$ cat src/verilog/pcs_defs.svh
// timing counts and encodings for the pc card strobe sequencer
`ifndef PCS_DEFS_SVH
`define PCS_DEFS_SVH

`define PCS_CLK_HZ        20000000
`define PCS_SETUP_NS      70
`define PCS_STROBE_NS     170
`define PCS_HOLD_NS       30
// least times round up to whole cycles
`define PCS_CYC(ns) ((((ns) * (`PCS_CLK_HZ / 1000000)) + 999) / 1000)
`define PCS_SETUP_CYC     `PCS_CYC(`PCS_SETUP_NS)
`define PCS_STROBE_CYC    `PCS_CYC(`PCS_STROBE_NS)
`define PCS_HOLD_CYC      `PCS_CYC(`PCS_HOLD_NS)
`define PCS_CNT_W         4
`define PCS_ACT           1'b0
`define PCS_IDLE          1'b1
`define PCS_LANE_EVEN     2'b01
`define PCS_LANE_ODD      2'b10

`endif

$ cat src/verilog/pcs_pkg.sv
// types for the pc card strobe sequencer
package pcs_pkg;

  typedef enum logic [1:0] {
    PCS_IO_RD  = 2'h0,
    PCS_IO_WR  = 2'h1,
    PCS_DMA_RD = 2'h2,
    PCS_DMA_WR = 2'h3
  } pcs_kind_t;

  typedef struct packed {
    pcs_kind_t  kind;
    logic [1:0] lanes;
  } pcs_req_t;

  typedef struct packed {
    logic ce1_n;
    logic ce2_n;
    logic iord_n;
    logic iowr_n;
    logic reg_n;
  } pcs_pins_t;

  typedef enum logic [3:0] {
    PCS_ST_IDLE   = 4'b0001,
    PCS_ST_SETUP  = 4'b0010,
    PCS_ST_STROBE = 4'b0100,
    PCS_ST_HOLD   = 4'b1000
  } pcs_state_t;

endpackage : pcs_pkg

$ cat src/verilog/pcs_strobe_ctrl.sv
// card enable and i/o strobe sequencer for one 16-bit pc card socket
`include "pcs_defs.svh"

module pcs_strobe_ctrl (
  input  wire logic              i_ref_clk,
  input  wire logic              i_resetn,
  input  wire logic              i_req_valid,
  input  wire pcs_pkg::pcs_req_t i_req,
  input  wire logic              i_inpack_n,
  input  wire logic              i_wait_n,
  output logic                   o_req_ready,
  output logic                   o_done,
  output logic                   o_inpack_seen,
  output logic                   o_dma_req,
  output pcs_pkg::pcs_pins_t     o_pins
);

  // ----------------------------------------------------------------
  // helpers
  // ----------------------------------------------------------------
  function automatic logic is_read(input pcs_pkg::pcs_kind_t k);
    return (k == pcs_pkg::PCS_IO_RD) || (k == pcs_pkg::PCS_DMA_RD);
  endfunction : is_read

  function automatic logic is_dma(input pcs_pkg::pcs_kind_t k);
    return (k == pcs_pkg::PCS_DMA_RD) || (k == pcs_pkg::PCS_DMA_WR);
  endfunction : is_dma

  // ----------------------------------------------------------------
  // pin synchronisers: three flops, change taken when 2nd and 3rd agree
  // ----------------------------------------------------------------
  logic [2:0] inpack_sync_ff;
  logic [2:0] wait_sync_ff;
  logic       inpack_n_ff;
  logic       wait_n_ff;

  always_ff @(posedge i_ref_clk) begin
    if (!i_resetn) begin
      inpack_sync_ff <= {3{`PCS_IDLE}};
    end else begin
      inpack_sync_ff <= {inpack_sync_ff[1:0], i_inpack_n};
    end
  end

  always_ff @(posedge i_ref_clk) begin
    if (!i_resetn) begin
      wait_sync_ff <= {3{`PCS_IDLE}};
    end else begin
      wait_sync_ff <= {wait_sync_ff[1:0], i_wait_n};
    end
  end

  // one disagreeing sample is a glitch or a settling flop
  always_ff @(posedge i_ref_clk) begin
    if (!i_resetn) begin
      inpack_n_ff <= `PCS_IDLE;
    end else if (inpack_sync_ff[1] == inpack_sync_ff[2]) begin
      inpack_n_ff <= inpack_sync_ff[2];
    end
  end

  // filtered wait trails the pin by four clocks, so a card must
  // pull it low while still in setup to stretch the strobe
  always_ff @(posedge i_ref_clk) begin
    if (!i_resetn) begin
      wait_n_ff <= `PCS_IDLE;
    end else if (wait_sync_ff[1] == wait_sync_ff[2]) begin
      wait_n_ff <= wait_sync_ff[2];
    end
  end

  // ----------------------------------------------------------------
  // cycle sequencer
  // ----------------------------------------------------------------
  pcs_pkg::pcs_state_t       state_ff;
  pcs_pkg::pcs_state_t       nxt_state;
  pcs_pkg::pcs_req_t         req_ff;
  logic [`PCS_CNT_W-1:0]     cnt_ff;
  logic [`PCS_CNT_W-1:0]     nxt_cnt;
  logic                      cnt_zero;

  assign cnt_zero = (cnt_ff == `PCS_CNT_W'(0));

  always_comb begin
    nxt_state = state_ff;
    nxt_cnt   = cnt_ff;
    unique case (state_ff)
      pcs_pkg::PCS_ST_IDLE: begin
        // an empty lane mask would give no card enable, so it is dropped
        if (i_req_valid && (i_req.lanes != 2'h0)) begin
          nxt_state = pcs_pkg::PCS_ST_SETUP;
          nxt_cnt   = `PCS_CNT_W'(`PCS_SETUP_CYC - 1);
        end
      end
      pcs_pkg::PCS_ST_SETUP: begin
        if (cnt_zero) begin
          nxt_state = pcs_pkg::PCS_ST_STROBE;
          nxt_cnt   = `PCS_CNT_W'(`PCS_STROBE_CYC - 1);
        end else begin
          nxt_cnt = cnt_ff - `PCS_CNT_W'(1);
        end
      end
      pcs_pkg::PCS_ST_STROBE: begin
        // card wait stretches the strobe past its minimum width
        if (cnt_zero && wait_n_ff) begin
          nxt_state = pcs_pkg::PCS_ST_HOLD;
          nxt_cnt   = `PCS_CNT_W'(`PCS_HOLD_CYC - 1);
        end else if (!cnt_zero) begin
          nxt_cnt = cnt_ff - `PCS_CNT_W'(1);
        end
      end
      pcs_pkg::PCS_ST_HOLD: begin
        if (cnt_zero) begin
          nxt_state = pcs_pkg::PCS_ST_IDLE;
        end else begin
          nxt_cnt = cnt_ff - `PCS_CNT_W'(1);
        end
      end
    endcase
  end

  always_ff @(posedge i_ref_clk) begin
    if (!i_resetn) begin
      state_ff <= pcs_pkg::PCS_ST_IDLE;
    end else begin
      state_ff <= nxt_state;
    end
  end

  always_ff @(posedge i_ref_clk) begin
    if (!i_resetn) begin
      cnt_ff <= `PCS_CNT_W'(0);
    end else begin
      cnt_ff <= nxt_cnt;
    end
  end

  always_ff @(posedge i_ref_clk) begin
    if (!i_resetn) begin
      req_ff <= '0;
    end else if ((state_ff == pcs_pkg::PCS_ST_IDLE) &&
                 (nxt_state == pcs_pkg::PCS_ST_SETUP)) begin
      req_ff <= i_req;
    end
  end

  // ----------------------------------------------------------------
  // socket pins, registered so every output is a flop
  // ----------------------------------------------------------------
  logic in_cycle;
  logic in_strobe;

  assign in_cycle  = (nxt_state != pcs_pkg::PCS_ST_IDLE);
  assign in_strobe = (nxt_state == pcs_pkg::PCS_ST_STROBE);

  pcs_pkg::pcs_req_t cur_req;
  assign cur_req = (state_ff == pcs_pkg::PCS_ST_IDLE) ? i_req : req_ff;

  always_ff @(posedge i_ref_clk) begin
    if (!i_resetn) begin
      o_pins <= '{`PCS_IDLE, `PCS_IDLE, `PCS_IDLE, `PCS_IDLE, `PCS_IDLE};
    end else begin
      o_pins.ce1_n <= (in_cycle && cur_req.lanes[0]) ? `PCS_ACT
                                                      : `PCS_IDLE;
      o_pins.ce2_n <= (in_cycle && cur_req.lanes[1]) ? `PCS_ACT
                                                      : `PCS_IDLE;
      // one strobe chosen from one kind, so both can never be low
      o_pins.iord_n <= (in_strobe && is_read(cur_req.kind))
                       ? `PCS_ACT : `PCS_IDLE;
      o_pins.iowr_n <= (in_strobe && !is_read(cur_req.kind))
                       ? `PCS_ACT : `PCS_IDLE;
      // reg covers the whole dma cycle and so frames the strobe
      o_pins.reg_n <= (in_cycle && is_dma(cur_req.kind))
                      ? `PCS_ACT : `PCS_IDLE;
    end
  end

  // ----------------------------------------------------------------
  // user side status
  // ----------------------------------------------------------------
  always_ff @(posedge i_ref_clk) begin
    if (!i_resetn) begin
      o_req_ready <= 1'b0;
      o_done      <= 1'b0;
    end else begin
      o_req_ready <= (nxt_state == pcs_pkg::PCS_ST_IDLE);
      o_done      <= (state_ff == pcs_pkg::PCS_ST_HOLD) && cnt_zero;
    end
  end

  // acknowledge only counts during an io read strobe
  always_ff @(posedge i_ref_clk) begin
    if (!i_resetn) begin
      o_inpack_seen <= 1'b0;
    end else begin
      o_inpack_seen <= (state_ff == pcs_pkg::PCS_ST_STROBE) &&
                       (req_ff.kind == pcs_pkg::PCS_IO_RD) &&
                       !inpack_n_ff;
    end
  end

  always_ff @(posedge i_ref_clk) begin
    if (!i_resetn) begin
      o_dma_req <= 1'b0;
    end else begin
      o_dma_req <= !inpack_n_ff;
    end
  end

endmodule : pcs_strobe_ctrl

$ cat config.mk
export PLATFORM = sky130hd
export DESIGN_NAME = pcs_strobe_ctrl
export DESIGN_NICKNAME = d
export VERILOG_FILES = /design/src/verilog/pcs_pkg.sv /design/src/verilog/pcs_strobe_ctrl.sv
export VERILOG_INCLUDE_DIRS = /design/src /design/src/verilog
export SDC_FILE = /design/constraint.sdc
export NUM_CORES = 1
export LEC_CHECK = 0
export ABC_AREA = 1
export BUFFER_PORTS_ARGS = -buffer_cell sky130_fd_sc_hd__buf_2
export CORE_MARGIN = 1.5
export CORE_UTILIZATION = 54
export CTS_CLUSTER_DIAMETER = 40
export DETAILED_ROUTE_END_ITERATION = 6
export GPL_ROUTABILITY_DRIVEN = 0
export GPL_TIMING_DRIVEN = 0
export PLACE_DENSITY = 0.8
export SLEW_MARGIN = 20
export SYNTH_ARGS = -nofsm -noshare
export SYNTH_HDL_FRONTEND = slang
export SYNTH_SLANG_ARGS = --single-unit
$ cat constraint.sdc
create_clock -name i_ref_clk -period 1.6 [get_ports i_ref_clk]
set_input_delay 0.24 -clock i_ref_clk [delete_from_list [all_inputs] [get_ports i_ref_clk]]
set_output_delay 0.24 -clock i_ref_clk [all_outputs]
set_load 0.02 [all_outputs]
==> impl_metrics.env <==
export IMPL_min_period_over_period_pct=92.8
export IMPL_hold_viol_final=0
export IMPL_r2r_end="o_pins[0]$_SDFF_PN1_"
export IMPL_clk_path_buf_depth=2
export IMPL_timing_fmax_mhz=674
export IMPL_io_pins=18
export IMPL_drt_iter0_drc=23
export IMPL_ys_flop_type="dfxtp_1"
export IMPL_coreArea_um2=2250
export IMPL_clock_skew_ns=0.0178
export IMPL_overflow=0
export IMPL_swShare_pct=31.1
export IMPL_grt_start_max_net_pins=11
export IMPL_cts_buffers_inserted=5
export IMPL_fp_row_count=17
export IMPL_avgSynthCellArea_um2=7.71
export IMPL_met3_usage_pct=8.05
export IMPL_area_delta_synth_final_pct=13.0
export IMPL_leakagePower_nw=0.684
export IMPL_worst_slew_pin_slew_ns=0.385
export IMPL_die_area_um2=2720
export IMPL_die_h_um=52.1
export IMPL_ant_nets=0
export IMPL_layout_commonest_cell="nand2_1"
export IMPL_synth_cell_types=25
export IMPL_critPathArrivalTime_ns=1.72
export IMPL_critPathLaunch="cnt_ff[0]$_SDFFE_PN0P_"
export IMPL_final_nets=203
export IMPL_intPower_w=0.00103
export IMPL_first_pass_iters=4
export IMPL_worstSetupStartpointType="flip-flop"
export IMPL_power_switching_w=0.000466
export IMPL_fin_area_um2=1470
export IMPL_cp_max_fo=5
export IMPL_yosysWarnings=0
export IMPL_vias=1135
export IMPL_clk_latency_ns=0.34
export IMPL_port_buffers=16
export IMPL_syn_nets=180
export IMPL_multi_input_area_um2=639
export IMPL_r2r_setup_slack_ns=0.12
export IMPL_drc=0
export IMPL_grt_busiest_layer="met2"
export IMPL_setup_viol=0
export IMPL_holdPathEnd="wait_sync_ff[0]$_SDFF_PN1_"
export IMPL_grtUsageMet2_pct=38.0
export IMPL_postCtsSetupRepairBufs=0
export IMPL_dpl_hpwl_um=1990
export IMPL_max_cap_viol_count=0
export IMPL_track_usage_pct=23.5
export IMPL_synth_seq_cells=29
export IMPL_r2r_cells=7
export IMPL_htree_levels=2
export IMPL_cts_tree="done"
export IMPL_synth_edff_count=0
export IMPL_antenna_cells=0
export IMPL_clkPwrFrac_pct=28.3
export IMPL_vdd_drop_max_uv=766
export IMPL_worstReg2RegStart="cnt_ff[0]$_SDFFE_PN0P_"
export IMPL_maxSlewViolCount=0
export IMPL_drive_gt1_share_pct=30.6
export IMPL_die_w_um=52.1
export IMPL_fin_crit_ns=1.48
export IMPL_p_seq_share_pct=52.7
export IMPL_viasPerCell=5.14
export IMPL_grt_pass1_vias=1086
export IMPL_dpl_cell_area_um2=1420
export IMPL_hold_buffers=0
export IMPL_synth_cells=169
export IMPL_pwr_density_cell_nw_per_um2=1020
export IMPL_status="completed"
export IMPL_clock_root_buffer="clkbuf_4"
export IMPL_utilization_pct=65.3
export IMPL_hp_class="in -> reg"
export IMPL_crit_type="reg -> reg"
export IMPL_wl_per_cell_um=12.0
export IMPL_cts_sinks=29
export IMPL_async_reset_ff_share_pct=0
export IMPL_cp_end_kind="flip-flop"
export IMPL_synth_seq_area_share_pct=44.5
export IMPL_hold_path_depth=2
export IMPL_fillers=222
export IMPL_p_comb_share_pct=19.0
export IMPL_use_met1_pct=28.1
export IMPL_grt_pass1_wl_um=4620
export IMPL_routed_wl_um=2650
export IMPL_final_cell_mix="37 x nand2_1, 27 x dfxtp_1, 25 x nor2_1, 17 x buf_2, 11 x inv_1"
export IMPL_clk_pin_slew_ns=0.10
export IMPL_seq_area_um2=583
export IMPL_syn_area_um2=1300
export IMPL_holdCritStartpoint="i_wait_n"
export IMPL_initial_core_util_pct=57.8
export IMPL_cp_required_ns=1.83
export IMPL_antenna_found_initial=0
export IMPL_slew_headroom_pct=74.2
through the flow:
stage / setup TNS [ns] / total power [W] / instances / hold WS, ns / setup WS (ns)
final: 0 / 0.00150 / 221 / 0.0894 / 0.115
after global routing: -0.00418 / 0.00157 / 221 / 0.0834 / -0.00418
after CTS: 0 / 0.00150 / 221 / 0.0795 / 0.0644
after detailed placement: 0 / 0.00109 / 213 / 0.404 / 0.0812
after global placement: 0 / 0.00107 / 213 / 0.400 / 0.114
after floorplan: 0 / 0.00102 / 169 / 0.347 / 0.252
layer usage:
metal / part of all wire (%) / vias to the layer above
li1: - / 584
met1: 45 / 514
met2: 49 / 31
met3: 4.5 / 6
met4: 1.2 / 0
met5: 0 / -
worst max-delay path, stage by stage (launching register included):
cell	delay, ns
dfxtp_2	0.34
inv_1	0.05
ha_1	0.22
nand4_1	0.22
o21ai_0	0.28
nor2_2	0.09
nand3_2	0.12
nand2_1	0.07
what timing repair did:
action,in CTS,in global routing
resized for setup,0,2
endpoints found under the setup margin,0,4
hold endpoints to repair,0,0
state kept, by name (all words and copies together), names as in the netlist:
name            flops
o_inpack_seen       1
state_ff            4
o_req_ready         1
req_ff              4
wait_sync_ff        3
o_dma_req           1
o_done              1
wait_n_ff           1
o_pins              5
inpack_n_ff         1
cnt_ff              4
inpack_sync_ff      3
synthesized netlist by cell type (4+ instances only):
master / number / area share (%)
a21oi_1: 6 / 2.3
dfxtp_1: 29 / 45
inv_1: 11 / 3.2
inv_2: 7 / 2.0
nand2_1: 37 / 11
nand2_2: 4 / 1.9
nand3_1: 6 / 2.3
nor2_1: 25 / 7.2
nor2_2: 4 / 1.9
nor2_4: 5 / 4.3
o21ai_0: 6 / 2.3
or2_2: 7 / 3.4
final cells by class:
class | instances | share of cell area [%]
inverter | 19 | 4.84
clock inverter | 2 | 0.680
sequential | 29 | 39.6
tap | 28 | 2.38
timing repair buffer | 16 | 5.44
multi-input combinational | 119 | 43.4
buffer | 2 | 0.850
clock buffer | 6 | 2.80
how the worst max path moves through the flow:
stage / slack (ns) / end / cells past startpoint
CTS: 0.06 / o_req_ready$_SDFF_PN0_ / 9
global placement: 0.11 / o_req_ready$_SDFF_PN0_ / 9
floorplan: 0.25 / o_req_ready$_SDFF_PN0_ / 9
finish: 0.12 / o_pins[0]$_SDFF_PN1_ / 7
detailed placement: 0.08 / o_req_ready$_SDFF_PN0_ / 9
global route: -0.004 / o_req_ready$_SDFF_PN0_ / 8
power groups by stage:
stage	Clock [W]	Combinational [W]	Sequential (W)
2_1_floorplan	0	0.000203	0.000814
3_3_place_gp	0	0.000271	0.000801
3_5_place_dp	0	0.000284	0.000803
4_1_cts	0.000425	0.000286	0.000787
5_1_grt	0.000462	0.000320	0.000793
6_report	0.000423	0.000285	0.000788
kinds of logic after synthesis:
family,after synthesis,share of synthesized area (%)
DFF,29,44.5
AOI/OAI and AO/OA,18,7.49
adders and majority gates,2,1.92
buffers and inverters,21,6.43
and+or+nand+nor,99,39.6
Note: power is estimated with default switching activity, not from simulation.
